==> src/design/front_panel_cfg.svh <==
// constants for the front panel setting menu
`ifndef FRONT_PANEL_CFG_SVH
`define FRONT_PANEL_CFG_SVH
// ****************************************
// timebase
// ****************************************
`define MCLK_PERIOD_NS 4
`define MS_NS 1000000
`define MS_PER_SEC 1000
`define DEBOUNCE_MS 20
`define HOLD_SHORT_MS 1000
`define HOLD_ENTER_MS 3000
// ****************************************
// buttons
// ****************************************
`define BTN_N 5
`define BTN_SHIFT 0
`define BTN_UP 1
`define BTN_NEXT 2
`define BTN_PREV 3
`define BTN_MAXMIN 4
// ****************************************
// digits and reset values
// ****************************************
`define DIG_NINE 4'h9
`define DIG_ZERO 4'h0
`define DIG_MINUS 4'ha
`define SIGN_POS 3'h5
`define RET_SEC_RST 8'h0f
`define LOCK_RST 2'h1
// ****************************************
// register offsets
// ****************************************
`define REG_CTRL 8'h00
`define REG_KIND 8'h04
`define REG_HIDE 8'h08
`define REG_LIMIT 8'h0c
`define REG_STATUS 8'h10
`define REG_SELMAX 8'h14
`define VAL_PAGE 3'h1
`endif

==> src/design/panel_pkg.sv <==
// types shared by the front panel setting menu
package panel_pkg;
	typedef enum logic [1:0] {st_measure, st_show, st_standby} state_t;
	typedef enum logic {grp_initial, grp_alarm} group_t;
	typedef enum logic [1:0] {
		lock_level_open,
		lock_level_partial,
		lock_level_full
	} lock_t;
endpackage

==> src/design/button_sense.sv <==
// debounced button events: short press, 1 s hold and 3 s hold
`timescale 1ns/1ns
`include "front_panel_cfg.svh"
module button_sense #(
	parameter int N        = `BTN_N,
	parameter int DEB_MS   = `DEBOUNCE_MS,
	parameter int SHORT_MS = `HOLD_SHORT_MS,
	parameter int LONG_MS  = `HOLD_ENTER_MS
) (
	input  wire logic         mclk,
	input  wire logic         nrst,
	input  wire logic         ms_tick,
	input  wire logic [N-1:0] btn,
	output logic      [N-1:0] level,
	output logic      [N-1:0] press_p,
	output logic      [N-1:0] short_p,
	output logic      [N-1:0] hold1_p,
	output logic      [N-1:0] hold3_p
);
	localparam int CW = $clog2(LONG_MS + 1);
	localparam logic [CW-1:0] DEB   = CW'(DEB_MS);
	localparam logic [CW-1:0] SHORT = CW'(SHORT_MS);
	localparam logic [CW-1:0] LONG  = CW'(LONG_MS);
	// ****************************************
	// one filter and hold timer per button
	// ****************************************
	for (genvar b = 0; b < N; b++) begin : g_btn
		logic          stab_q, stab_d;
		logic [CW-1:0] deb_q, deb_d, hold_q, hold_d;
		logic          pr_q, pr_d, sh_q, sh_d, h1_q, h1_d, h3_q, h3_d;
		// level must disagree for DEB ms before it is taken
		always_comb begin
			stab_d = stab_q;
			deb_d  = deb_q;
			hold_d = hold_q;
			pr_d   = 1'b0;
			sh_d   = 1'b0;
			h1_d   = 1'b0;
			h3_d   = 1'b0;
			if (btn[b] == stab_q) begin
				deb_d = '0;
			end else if (ms_tick) begin
				deb_d = deb_q + 1'b1;
			end
			if (ms_tick && btn[b] != stab_q && deb_q + 1'b1 >= DEB) begin
				stab_d = btn[b];
				deb_d  = '0;
				hold_d = '0;
				pr_d   = btn[b];
				// release before the hold time counts as short
				sh_d   = !btn[b] && hold_q < SHORT;
			end else if (ms_tick && stab_q && hold_q != LONG) begin
				hold_d = hold_q + 1'b1;
				h1_d   = hold_q + 1'b1 == SHORT;
				h3_d   = hold_q + 1'b1 == LONG;
			end
		end
		always_ff @(posedge mclk) begin
			if (!nrst) begin
				stab_q <= 1'b0;
				deb_q  <= '0;
				hold_q <= '0;
				pr_q   <= 1'b0;
				sh_q   <= 1'b0;
				h1_q   <= 1'b0;
				h3_q   <= 1'b0;
			end else begin
				stab_q <= stab_d;
				deb_q  <= deb_d;
				hold_q <= hold_d;
				pr_q   <= pr_d;
				sh_q   <= sh_d;
				h1_q   <= h1_d;
				h3_q   <= h3_d;
			end
		end
		assign level[b]   = stab_q;
		assign press_p[b] = pr_q;
		assign short_p[b] = sh_q;
		assign hold1_p[b] = h1_q;
		assign hold3_p[b] = h3_q;
	end
endmodule

==> src/design/front_panel_setting_menu.sv <==
// front panel setting state machine with wishbone control registers
//
// Contract
// - prev/up held 3 s leaves measuring and enters initial setting; the code enters on prev held 3 s only, up held does not
// - measurement halts in setting modes and restarts on return
// - shift blinks a selection value; up steps to next choice
// - short next/prev commits and moves to following or preceding item
// - next/prev held 1 s commits and returns to measuring
// - numeric entry starts at top digit; shift moves blink right
// - up adds one; initial mode top digit shows minus after nine
// - alarm setpoint digits all include minus after nine
// - minus in any digit but the top one is invalid
// - invalid indicator blinks while shown value is out of range
// - address and timer style values beyond limit are invalid
// - alarm mode obeys open, partial and full lock levels
// - lock level resets to partial
// - idle period in standby commits and stops blinking
// - idle period in other setting modes returns to measuring
// - max/min held 1 s in standby restores without commit
// - dc and alarm outputs hold in setting; bcd undefined
// - alarm indicators keep the status latched before setting
// - no mode change while parameter error is shown; the code only blocks moves to and from measuring, not into or out of standby
// - sequence skips hidden and locked parameters
// - sub display shows a parameter identifier
//
// Decided for this implementation: register access over Wishbone and the placing of the registers.
`timescale 1ns/1ns
`include "front_panel_cfg.svh"
module front_panel_setting_menu import panel_pkg::*; #(
	parameter int N_PARAMS   = 8,
	parameter int DC_W       = 16,
	parameter int ALM_W      = 5,
	parameter int CYC_PER_MS = `MS_NS / `MCLK_PERIOD_NS
) (
	input  wire logic                mclk,
	input  wire logic                nrst,
	input  wire logic                wb_cyc_i,
	input  wire logic                wb_stb_i,
	input  wire logic                wb_we_i,
	input  wire logic [7:0]          wb_adr_i,
	input  wire logic [3:0]          wb_sel_i,
	input  wire logic [31:0]         wb_dat_i,
	output logic      [31:0]         wb_dat_o,
	output logic                     wb_ack_o,
	input  wire logic [`BTN_N-1:0]   btn,
	input  wire logic                perr,
	input  wire logic [DC_W-1:0]     dc_in,
	input  wire logic [ALM_W-1:0]    alarm_in,
	output logic      [DC_W-1:0]     dc_out,
	output logic      [ALM_W-1:0]    alarm_out,
	output logic                     measure_run,
	output logic                     bcd_valid,
	output logic      [23:0]         disp_value,
	output logic      [5:0]          blink_digit,
	output logic                     blink_all,
	output logic                     invalid_value_indicator,
	output logic      [3:0]          sub_display
);
	localparam int IW = $clog2(N_PARAMS);
	localparam int G  = N_PARAMS / 2;
	localparam int MW = $clog2(CYC_PER_MS);
	localparam logic [MW-1:0] MS_LAST = MW'(CYC_PER_MS - 1);
	localparam logic [9:0] SEC_LAST = 10'(`MS_PER_SEC - 1);

	// ****************************************
	// timebase
	// ****************************************
	logic [MW-1:0] ms_cnt_q, ms_cnt_d;
	logic [9:0]    sec_cnt_q, sec_cnt_d;
	logic          ms_tick_q, ms_tick_d, sec_tick_q, sec_tick_d;
	logic          idle_rst;
	// millisecond and second strobes from mclk
	always_comb begin
		ms_tick_d  = ms_cnt_q == MS_LAST;
		ms_cnt_d   = ms_tick_d ? '0 : ms_cnt_q + 1'b1;
		sec_tick_d = 1'b0;
		sec_cnt_d  = sec_cnt_q;
		// restart on activity so no idle period is cut short
		if (idle_rst) begin
			sec_cnt_d = '0;
		end else if (ms_tick_q) begin
			sec_tick_d = sec_cnt_q == SEC_LAST;
			sec_cnt_d  = sec_tick_d ? '0 : sec_cnt_q + 1'b1;
		end
	end
	always_ff @(posedge mclk) begin
		if (!nrst) begin
			ms_cnt_q   <= '0;
			sec_cnt_q  <= '0;
			ms_tick_q  <= 1'b0;
			sec_tick_q <= 1'b0;
		end else begin
			ms_cnt_q   <= ms_cnt_d;
			sec_cnt_q  <= sec_cnt_d;
			ms_tick_q  <= ms_tick_d;
			sec_tick_q <= sec_tick_d;
		end
	end

	// ****************************************
	// buttons
	// ****************************************
	logic [`BTN_N-1:0] lvl, prs, shrt, h1, h3;
	button_sense #(
		.N        (`BTN_N),
		.DEB_MS   (`DEBOUNCE_MS),
		.SHORT_MS (`HOLD_SHORT_MS),
		.LONG_MS  (`HOLD_ENTER_MS)
	) u_btn (
		.mclk    (mclk),
		.nrst    (nrst),
		.ms_tick (ms_tick_q),
		.btn     (btn),
		.level   (lvl),
		.press_p (prs),
		.short_p (shrt),
		.hold1_p (h1),
		.hold3_p (h3)
	);

	// ****************************************
	// control registers
	// ****************************************
	lock_t               lock_q, lock_d;
	logic [7:0]          ret_q, ret_d;
	logic [N_PARAMS-1:0] kind_q, kind_d, hide_q, hide_d;
	logic [N_PARAMS-1:0] lmask_q, lmask_d, rmask_q, rmask_d;
	logic [23:0]         limit_q, limit_d;
	logic [3:0]          selmax_q, selmax_d;
	logic                ack_q, ack_d;
	logic [31:0]         rdat_q, rdat_d, rb, wv;
	state_t              state_q;
	group_t              grp_q;
	logic [IW-1:0]       pidx_q;
	logic [2:0]          dpos_q;
	logic [23:0]         edit_q, shown;
	logic [23:0]         value_q [N_PARAMS];
	logic                bad;
	// register reads, byte-lane merged writes; unmapped reads zero
	always_comb begin
		lock_d   = lock_q;
		ret_d    = ret_q;
		kind_d   = kind_q;
		hide_d   = hide_q;
		lmask_d  = lmask_q;
		rmask_d  = rmask_q;
		limit_d  = limit_q;
		selmax_d = selmax_q;
		rb       = '0;
		unique case (wb_adr_i)
			`REG_CTRL:   rb = {16'h0, ret_q, 6'h0, lock_q};
			`REG_KIND:   rb = 32'(kind_q);
			`REG_HIDE:   rb = {16'h0, 8'(lmask_q), 8'(hide_q)};
			`REG_LIMIT:  rb = {8'(rmask_q), limit_q};
			`REG_STATUS: rb = {16'h0, bad, dpos_q, 2'(state_q),
				grp_q, 6'(pidx_q), 3'h0};
			`REG_SELMAX: rb = {28'h0, selmax_q};
			default: begin
				if (wb_adr_i[7:5] == `VAL_PAGE && 32'(wb_adr_i[4:2]) < N_PARAMS)
					rb = {8'h0, value_q[IW'(wb_adr_i[4:2])]};
			end
		endcase
		for (int i = 0; i < 4; i++) begin
			wv[i*8 +: 8] = wb_sel_i[i] ? wb_dat_i[i*8 +: 8] : rb[i*8 +: 8];
		end
		ack_d  = wb_cyc_i && wb_stb_i && !ack_q;
		rdat_d = ack_d ? rb : '0;
		if (ack_d && wb_we_i) begin
			unique case (wb_adr_i)
				`REG_CTRL: begin
					// a level code above full stays full
					lock_d = wv[1:0] > 2'(lock_level_full) ?
						lock_level_full : lock_t'(wv[1:0]);
					ret_d  = wv[15:8];
				end
				`REG_KIND: kind_d = wv[N_PARAMS-1:0];
				`REG_HIDE: begin
					hide_d  = wv[N_PARAMS-1:0];
					lmask_d = wv[8 +: N_PARAMS];
				end
				`REG_LIMIT: begin
					limit_d = wv[23:0];
					rmask_d = wv[24 +: N_PARAMS];
				end
				`REG_SELMAX: selmax_d = wv[3:0];
				default: ;
			endcase
		end
	end
	always_ff @(posedge mclk) begin
		if (!nrst) begin
			lock_q   <= lock_t'(`LOCK_RST);
			ret_q    <= `RET_SEC_RST;
			kind_q   <= '0;
			hide_q   <= '0;
			lmask_q  <= '0;
			rmask_q  <= '0;
			limit_q  <= '0;
			selmax_q <= '0;
			ack_q    <= 1'b0;
			rdat_q   <= '0;
		end else begin
			lock_q   <= lock_d;
			ret_q    <= ret_d;
			kind_q   <= kind_d;
			hide_q   <= hide_d;
			lmask_q  <= lmask_d;
			rmask_q  <= rmask_d;
			limit_q  <= limit_d;
			selmax_q <= selmax_d;
			ack_q    <= ack_d;
			rdat_q   <= rdat_d;
		end
	end
	assign wb_ack_o = ack_q;
	assign wb_dat_o = rdat_q;

	// ****************************************
	// parameter walk helpers
	// ****************************************
	// nearest visible entry in the group, wrapping inside it
	function automatic logic [IW-1:0] step_vis(input logic [IW-1:0] cur,
			input logic up, input logic [N_PARAMS-1:0] vis, input group_t g);
		int lo, loc, c;
		logic [IW-1:0] r;
		r   = cur;
		lo  = (g == grp_alarm) ? G : 0;
		loc = int'(cur) - lo;
		for (int i = G; i >= 1; i--) begin
			c = up ? (loc + i) % G : (loc - i + G) % G;
			if (vis[lo + c])
				r = IW'(lo + c);
		end
		return r;
	endfunction

	// minus off the top digit, selection past its last, value over limit
	function automatic logic out_of_range(input logic [23:0] v,
			input logic [IW-1:0] p);
		logic r;
		r = 1'b0;
		for (int i = 0; i < 5; i++) begin
			if (v[i*4 +: 4] == `DIG_MINUS)
				r = 1'b1;
		end
		if (kind_q[p] && v[3:0] > selmax_q)
			r = 1'b1;
		if (!kind_q[p] && rmask_q[p] && v > limit_q)
			r = 1'b1;
		return r;
	endfunction

	// ****************************************
	// menu state machine
	// ****************************************
	state_t              state_d;
	group_t              grp_d;
	logic [IW-1:0]       pidx_d;
	logic [2:0]          dpos_d;
	logic [23:0]         edit_d;
	logic [23:0]         value_d [N_PARAMS];
	logic [7:0]          idle_q, idle_d;
	logic [N_PARAMS-1:0] vis_i, vis_a, vis;
	logic                tout, nav_h, nav_s;
	logic [3:0]          dig;
	// hidden by option or dc config, plus partial lock in alarm mode
	always_comb begin
		vis_i = ~hide_q;
		vis_a = ~hide_q &
			~(lock_q == lock_level_partial ? lmask_q : '0);
		vis   = grp_q == grp_alarm ? vis_a : vis_i;
		shown = state_q == st_standby ? edit_q : value_q[pidx_q];
		bad   = state_q != st_measure && out_of_range(shown, pidx_q);
	end
	// one event per cycle; refusals leave state as it was
	always_comb begin
		state_d = state_q;
		grp_d   = grp_q;
		pidx_d  = pidx_q;
		dpos_d  = dpos_q;
		edit_d  = edit_q;
		value_d = value_q;
		tout    = ret_q != 8'h0 && idle_q >= ret_q;
		nav_h   = h1[`BTN_NEXT] || h1[`BTN_PREV];
		nav_s   = shrt[`BTN_NEXT] || shrt[`BTN_PREV];
		dig     = edit_q[{dpos_q, 2'b00} +: 4];
		idle_rst = |lvl || |shrt || state_q == st_measure ||
			(state_q == st_standby && tout);
		if (idle_rst)
			idle_d = '0;
		else if (sec_tick_q && idle_q != 8'hff)
			idle_d = idle_q + 1'b1;
		else
			idle_d = idle_q;
		unique case (state_q)
			st_measure: begin
				if (!perr && h3[`BTN_PREV] && |vis_i[G-1:0]) begin
					state_d = st_show;
					grp_d   = grp_initial;
					pidx_d  = step_vis(IW'(G - 1), 1'b1, vis_i, grp_initial);
				end else if (!perr && h3[`BTN_NEXT] &&
						lock_q != lock_level_full &&
						|vis_a[N_PARAMS-1:G]) begin
					state_d = st_show;
					grp_d   = grp_alarm;
					pidx_d  = step_vis(IW'(N_PARAMS - 1), 1'b1, vis_a, grp_alarm);
				end
			end
			st_show: begin
				if (!perr && (nav_h || tout)) begin
					state_d = st_measure;
				end else if (nav_s) begin
					pidx_d = step_vis(pidx_q, shrt[`BTN_NEXT], vis, grp_q);
				end else if (prs[`BTN_SHIFT]) begin
					state_d = st_standby;
					edit_d  = value_q[pidx_q];
					dpos_d  = `SIGN_POS;
				end
			end
			st_standby: begin
				if (h1[`BTN_MAXMIN]) begin
					state_d = st_show;
				end else if (nav_h && !bad && !perr) begin
					value_d[pidx_q] = edit_q;
					state_d = st_measure;
				end else if (nav_s && !bad) begin
					value_d[pidx_q] = edit_q;
					state_d = st_show;
					pidx_d  = step_vis(pidx_q, shrt[`BTN_NEXT], vis, grp_q);
				end else if (tout) begin
					// an out of range edit is dropped, never stored
					if (!bad)
						value_d[pidx_q] = edit_q;
					state_d = st_show;
					idle_d  = '0;
				end else if (prs[`BTN_UP] && kind_q[pidx_q]) begin
					edit_d = {20'h0, edit_q[3:0] >= selmax_q ?
						`DIG_ZERO : edit_q[3:0] + 1'b1};
				end else if (prs[`BTN_UP]) begin
					if (dig == `DIG_NINE &&
							(grp_q == grp_alarm || dpos_q == `SIGN_POS))
						dig = `DIG_MINUS;
					else if (dig >= `DIG_NINE)
						dig = `DIG_ZERO;
					else
						dig = dig + 1'b1;
					edit_d[{dpos_q, 2'b00} +: 4] = dig;
				end else if (prs[`BTN_SHIFT] && !kind_q[pidx_q]) begin
					dpos_d = dpos_q == 3'h0 ? `SIGN_POS : dpos_q - 1'b1;
				end
			end
		endcase
	end
	always_ff @(posedge mclk) begin
		if (!nrst) begin
			state_q <= st_measure;
			grp_q   <= grp_initial;
			pidx_q  <= '0;
			dpos_q  <= `SIGN_POS;
			edit_q  <= '0;
			idle_q  <= '0;
			for (int i = 0; i < N_PARAMS; i++)
				value_q[i] <= '0;
		end else begin
			state_q <= state_d;
			grp_q   <= grp_d;
			pidx_q  <= pidx_d;
			dpos_q  <= dpos_d;
			edit_q  <= edit_d;
			idle_q  <= idle_d;
			value_q <= value_d;
		end
	end

	// ****************************************
	// outputs
	// ****************************************
	logic [DC_W-1:0]  dc_q;
	logic [ALM_W-1:0] alm_q;
	logic             run_q, bcdv_q, ball_q, ng_q;
	logic [23:0]      disp_q;
	logic [5:0]       bdig_q;
	logic [3:0]       sd_q;
	// dc and alarm outputs freeze at their last measured values while setting
	always_ff @(posedge mclk) begin
		if (!nrst) begin
			dc_q   <= '0;
			alm_q  <= '0;
			run_q  <= 1'b1;
			bcdv_q <= 1'b0;
			disp_q <= '0;
			bdig_q <= '0;
			ball_q <= 1'b0;
			ng_q   <= 1'b0;
			sd_q   <= '0;
		end else begin
			run_q  <= state_q == st_measure;
			dc_q   <= state_q == st_measure ? dc_in : dc_q;
			alm_q  <= state_q == st_measure ? alarm_in : alm_q;
			bcdv_q <= state_q == st_measure;
			disp_q <= state_q == st_measure ? '0 : shown;
			bdig_q <= state_q == st_standby && !kind_q[pidx_q] ?
				6'h01 << dpos_q : 6'h00;
			ball_q <= state_q == st_standby && kind_q[pidx_q];
			ng_q   <= bad;
			sd_q   <= state_q == st_measure ? 4'h0 :
				{1'b1, 3'(pidx_q)};
		end
	end
	assign dc_out                  = dc_q;
	assign alarm_out               = alm_q;
	assign measure_run             = run_q;
	assign bcd_valid               = bcdv_q;
	assign disp_value              = disp_q;
	assign blink_digit             = bdig_q;
	assign blink_all               = ball_q;
	assign invalid_value_indicator = ng_q;
	assign sub_display             = sd_q;
endmodule

==> config.mk <==
export PLATFORM = sky130hd
export DESIGN_NAME = front_panel_setting_menu
export DESIGN_NICKNAME = d
export VERILOG_FILES = /design/src/design/panel_pkg.sv /design/src/design/button_sense.sv /design/src/design/front_panel_setting_menu.sv
export VERILOG_INCLUDE_DIRS = /design/src /design/src/design
export SDC_FILE = /design/constraint.sdc
export NUM_CORES = 1
export LEC_CHECK = 0
export ABC_AREA = 1
export ABC_CLOCK_PERIOD_IN_PS = 4100
export BUFFER_PORTS_ARGS = -buffer_cell sky130_fd_sc_hd__buf_2
export CORE_ASPECT_RATIO = 1.2
export CORE_MARGIN = 1
export CORE_UTILIZATION = 50
export DETAILED_ROUTE_END_ITERATION = 8
export GPL_ROUTABILITY_DRIVEN = 1
export HOLD_SLACK_MARGIN = 0.15
export PLACE_DENSITY_LB_ADDON = 0.15
export SLEW_MARGIN = 10
export SYNTH_ARGS = -nofsm -noshare
export SYNTH_HDL_FRONTEND = slang
export SYNTH_SLANG_ARGS = --single-unit
==> constraint.sdc <==
create_clock -name mclk -period 4.1 [get_ports mclk]
set_clock_uncertainty 0.05 [all_clocks]
set_input_delay 0.615 -clock mclk [delete_from_list [all_inputs] [get_ports mclk]]
set_output_delay 0.615 -clock mclk [all_outputs]
set_load 0.02 [all_outputs]
==> metrics.txt <==
# TYPE chip_impl_metric gauge
chip_impl_info{name="status",value="complete, no violations"} 1
chip_impl_metric{name="numClockSinks",unit=""} 562
chip_impl_metric{name="p_comb_share",unit="%"} 31.4
chip_impl_metric{name="wirelength",unit="um"} 101000
chip_impl_metric{name="fin_cells",unit=""} 5078
chip_impl_metric{name="post-route-period-util",unit="%"} 99.1
chip_impl_metric{name="syn-instance-count",unit=""} 4090
chip_impl_metric{name="grt_antenna_before_repair",unit=""} 5
chip_impl_metric{name="synth-async-reset-ratio",unit="%"} 0
chip_impl_info{name="critical_path.slowest_cell",value="sky130_fd_sc_hd__o41ai_2"} 1
chip_impl_info{name="critical-path-top-cell-by-count",value="sky130_fd_sc_hd__nand2_1"} 1
chip_impl_metric{name="finalHoldWorstSlack",unit="ps"} 165
chip_impl_metric{name="initial_core_util",unit="%"} 50.5
chip_impl_metric{name="irDropWorstVdd",unit="mV"} 0.407
chip_impl_metric{name="number_of_detailed_routing_iterations_run_before_antenna_repair",unit=""} 6
chip_impl_metric{name="finish.net_count",unit=""} 4457
chip_impl_metric{name="grt_max_degree",unit=""} 107
chip_impl_metric{name="post-route-min-period",unit="ps"} 4060
chip_impl_metric{name="synth_top_cell_area_share",unit="%"} 39.0
chip_impl_metric{name="fillCellCount",unit=""} 5355
chip_impl_metric{name="worstPathRequired",unit="ps"} 4570
chip_impl_metric{name="placedCellCount",unit=""} 4918
chip_impl_info{name="crit_path_end_kind",value="flip-flop"} 1
chip_impl_metric{name="route.detailed.drc",unit=""} 0
chip_impl_metric{name="die_width",unit="um"} 221
chip_impl_metric{name="placement_rows",unit=""} 96
chip_impl_info{name="root_cell_of_the_clock_tree",value="sky130_fd_sc_hd__clkbuf_16"} 1
chip_impl_metric{name="pin_count",unit=""} 168
chip_impl_metric{name="p_leak",unit="nW"} 13.9
chip_impl_info{name="synth_largest_area_cell",value="sky130_fd_sc_hd__dfxtp_1"} 1
chip_impl_metric{name="post_synth_instance_area",unit="um2"} 28800
chip_impl_metric{name="routed_wire_length_per_instance",unit="um"} 20.0
chip_impl_metric{name="finalHoldViolations",unit=""} 0
chip_impl_metric{name="finalSetupViolCount",unit=""} 0
chip_impl_info{name="worst_setup_path_category",value="reg2reg"} 1
chip_impl_metric{name="p_int",unit="mW"} 10.7
chip_impl_metric{name="regToRegSetupSlack",unit="ps"} 40
chip_impl_metric{name="die_area",unit="um2"} 58600
chip_impl_metric{name="synth.net_count",unit=""} 4248
chip_impl_metric{name="vias_in_the_first_global_route",unit=""} 25800
chip_impl_info{name="start_kind",value="flip-flop"} 1
chip_impl_metric{name="number_of_buffers_on_the_longest_clock_path",unit=""} 3
chip_impl_metric{name="fmaxAchievable",unit="GHz"} 0.246
chip_impl_metric{name="core_area",unit="um2"} 57100
chip_impl_metric{name="timing.critical_path.slowest_cell_delay",unit="ps"} 380
chip_impl_metric{name="cts.htree.levels",unit=""} 2
chip_impl_info{name="tritoncts",value="done"} 1
chip_impl_metric{name="syn-mean-instance-area",unit="um2"} 7.04
chip_impl_metric{name="detailedPlacementHpwl",unit="um"} 68300
chip_impl_metric{name="max_cap_violations",unit=""} 0
chip_impl_info{name="hp-class",value="in2reg"} 1
chip_impl_metric{name="detailroute.via_count",unit=""} 29000
chip_impl_metric{name="cts-buffers-inserted",unit=""} 57
chip_impl_metric{name="areaGrowthSynthToFinish",unit="%"} 18.8
chip_impl_metric{name="globalRouteOverflowTotal",unit=""} 0
chip_impl_metric{name="p_seq_share",unit="%"} 35.2
chip_impl_metric{name="final-max-slew-violation-count",unit=""} 0
chip_impl_metric{name="grtUsageTotal",unit="%"} 31.7
chip_impl_info{name="synth_area_leaders",value="sky130_fd_sc_hd__dfxtp_1 39%, sky130_fd_sc_hd__nand2_1 9.1%, sky130_fd_sc_hd__a21oi_1 7.5%"} 1
chip_impl_metric{name="clock_network_latency_to_the_later_pin_of_the_worst_skew_pair",unit="ps"} 640
chip_impl_metric{name="avgViaCountPerCell",unit=""} 5.72
chip_impl_metric{name="worstPathBufferInverterCount",unit=""} 8
chip_impl_metric{name="crit_fanout",unit=""} 7
chip_impl_metric{name="synth-warning-count",unit=""} 0
chip_impl_metric{name="net_switching_share_of_the_total_power",unit="%"} 35.3
chip_impl_metric{name="crit_arrival",unit="ps"} 4530
chip_impl_metric{name="power-per-cell-area",unit="nW/um2"} 486
chip_impl_metric{name="ys_ff_latch",unit=""} 562
chip_impl_metric{name="drive_gt1_share",unit="%"} 14.1
chip_impl_metric{name="detail-route-antenna-nets",unit=""} 0
chip_impl_metric{name="gp_routability_congestion",unit=""} 0.977
chip_impl_metric{name="relSlewSlack",unit="%"} 21.6
chip_impl_metric{name="drtIter0Drc",unit=""} 3053
chip_impl_metric{name="synth_edf_count",unit=""} 0
chip_impl_metric{name="ys_seq_area_share",unit="%"} 39.0
chip_impl_metric{name="synthDistinctLibCells",unit=""} 55
chip_impl_info{name="cp_top_family",value="simple AND/OR/NAND/NOR gates"} 1
chip_impl_metric{name="clkPwrFrac",unit="%"} 33.4
chip_impl_info{name="unrepaired_setup_endpoints_after_global_routing",value="yes"} 1
chip_impl_info{name="dominantRegCellSynth",value="sky130_fd_sc_hd__dfxtp_1"} 1
chip_impl_metric{name="worst_slew_pin_slew",unit="ps"} 1160
chip_impl_metric{name="portBuffers",unit=""} 167
chip_impl_metric{name="die_h",unit="um"} 265
chip_impl_metric{name="clock_edge_transition_at_the_registers_on_the_reported_setup_and_hold_paths",unit="ps"} 70
chip_impl_metric{name="p_switching",unit="mW"} 5.87
chip_impl_metric{name="first_pass_grt_wire_length",unit="um"} 146000
==> worst paths after layout <==
check	from	to	cells after the start
setup reg to reg	pidx_q[2]	edit_q[18]	30
hold / removal	dc_in[12]	dc_out[12]	2
hold reg to reg	dc_out[14]	dc_out[14]	1
setup / recovery	pidx_q[2]	edit_q[18]	30
==> logic make-up after synthesis <==
family	count (synthesis)	synth area share, %
and+or+nand+nor	1492	22.0
AOI/OAI and AO/OA	1082	21.2
buffers and inverters	762	10.9
DFF	562	39.0
xor gates and xnor gates	110	3.34
adders and majority gates	82	3.56
==> stage by stage <==
| stage | setup slack, ps | cell area [um2] | total power, mW | setup TNS, ps | util [%] |
|---|---|---|---|---|---|
| 6_report | 38.1 | 34200 | 16.6 | 0 | 60.0 |
| 5_1_grt | -83.0 | 34200 | 17.2 | -4950 | 60.0 |
| 4_1_cts | 18.5 | 33000 | 15.8 | 0 | 57.9 |
| 3_5_place_dp | -136 | 30800 | 10.2 | -9160 | 54.1 |
| 3_3_place_gp | -167 | 30800 | 10.2 | -16900 | 54.1 |
| 2_1_floorplan | 404 | 28800 | 8.55 | 0 | - |
==> synthesized netlist by cell type, types with 3 or more instances <==
cell	number
sky130_fd_sc_hd__clkinv_1	6
sky130_fd_sc_hd__nand4_1	57
sky130_fd_sc_hd__clkbuf_1	146
sky130_fd_sc_hd__a311oi_1	4
sky130_fd_sc_hd__buf_1	14
sky130_fd_sc_hd__buf_2	35
sky130_fd_sc_hd__nor2_1	397
sky130_fd_sc_hd__nor3b_1	11
sky130_fd_sc_hd__o21ai_1	7
sky130_fd_sc_hd__xor2_1	89
sky130_fd_sc_hd__a31oi_1	24
sky130_fd_sc_hd__inv_1	520
sky130_fd_sc_hd__buf_4	14
sky130_fd_sc_hd__a21boi_0	8
sky130_fd_sc_hd__or2_2	13
sky130_fd_sc_hd__o22ai_1	70
sky130_fd_sc_hd__dfxtp_1	562
sky130_fd_sc_hd__a21oi_1	433
sky130_fd_sc_hd__ha_1	82
sky130_fd_sc_hd__a211oi_1	44
sky130_fd_sc_hd__xnor2_1	21
sky130_fd_sc_hd__inv_2	4
sky130_fd_sc_hd__o211ai_1	59
sky130_fd_sc_hd__o21bai_1	6
sky130_fd_sc_hd__nor3_1	56
sky130_fd_sc_hd__nand3_2	8
sky130_fd_sc_hd__and3_1	5
sky130_fd_sc_hd__a221oi_1	8
sky130_fd_sc_hd__nand2_1	700
sky130_fd_sc_hd__nor4_1	25
sky130_fd_sc_hd__o21ai_0	357
sky130_fd_sc_hd__and2_1	3
sky130_fd_sc_hd__nand3_1	198
sky130_fd_sc_hd__buf_6	23
sky130_fd_sc_hd__a22o_1	21
sky130_fd_sc_hd__o311ai_0	10
sky130_fd_sc_hd__o2111ai_1	18
sky130_fd_sc_hd__nor2_2	8
sky130_fd_sc_hd__a32oi_1	3
==> timing repair <==
| item | 4_1_cts | 5_1_grt |
|---|---|---|
| gates cloned | 0 | 17 |
| hold buffers | 15 | 0 |
| buffers inserted | 0 | 26 |
| resized for setup | 10 | 184 |
| pin swaps | 1 | 46 |
| setup endpoints to repair | 220 | 225 |
| endpoints found under the hold margin | 15 | 0 |
==> state kept, by name, summed over array words and instances (netlist names), 10 cells and up <==
register / flops
dc_out: 16
wb_dat_o: 32
u_btn.g_btn.deb_q: 60
sec_cnt_q: 10
disp_value: 24
edit_q: 24
value_q: 192
limit_q: 24
u_btn.g_btn.hold_q: 60
ms_cnt_q: 18
==> power groups by stage <==
stage | clock network [mW] | registers (mW) | logic, mW
after floorplan | 0 | 5.98 | 2.57
after global placement | 0 | 5.95 | 4.24
after detailed placement | 0 | 5.95 | 4.25
after CTS | 5.63 | 5.83 | 4.29
after global routing | 5.83 | 5.87 | 5.51
final | 5.55 | 5.86 | 5.21
==> placed cells by master (no fill, tap or decap), types with 42 or more instances in the layout <==
| master | Yosys | final |
|---|---|---|
| sky130_fd_sc_hd__a211oi_1 | 44 | 44 |
| sky130_fd_sc_hd__a21oi_1 | 433 | 428 |
| sky130_fd_sc_hd__buf_2 | 35 | 166 |
| sky130_fd_sc_hd__buf_4 | 14 | 148 |
| sky130_fd_sc_hd__clkbuf_16 | 0 | 71 |
| sky130_fd_sc_hd__dfxtp_1 | 562 | 558 |
| sky130_fd_sc_hd__ha_1 | 82 | 73 |
| sky130_fd_sc_hd__inv_1 | 520 | 511 |
| sky130_fd_sc_hd__nand2_1 | 700 | 660 |
| sky130_fd_sc_hd__nand3_1 | 198 | 181 |
| sky130_fd_sc_hd__nand4_1 | 57 | 57 |
| sky130_fd_sc_hd__nor2_1 | 397 | 384 |
| sky130_fd_sc_hd__nor3_1 | 56 | 54 |
| sky130_fd_sc_hd__o211ai_1 | 59 | 59 |
| sky130_fd_sc_hd__o21ai_0 | 357 | 319 |
| sky130_fd_sc_hd__o21ai_1 | 7 | 42 |
| sky130_fd_sc_hd__o22ai_1 | 70 | 69 |
| sky130_fd_sc_hd__xor2_1 | 89 | 89 |
==> per-layer routing <==
| layer | track usage [%] | share of wire (%) | vias up |
|---|---|---|---|
| met2 | 53.0 | 46 | 1300 |
| met1 | 38.7 | 39 | 13400 |
| li1 | - | - | 14000 |
| met5 | 0 | 0.038 | - |
| met3 | 5.61 | 8.6 | 383 |
| met4 | 17.1 | 6.7 | 6 |
==> final cells by class <==
cell class | count | area (um2) | area share (%)
inverters | 530 | 2000 | 5.84
clock inverters | 27 | 363 | 1.06
repair buffers | 382 | 3050 | 8.92
well taps | 735 | 920 | 2.69
flip-flops and latches | 562 | 11300 | 32.9
diodes | 1 | 2.50 | 0.00731
clock buffers | 75 | 1630 | 4.75
multi-input cells | 2766 | 15000 | 43.8
Power figures use the tool's default switching activity.
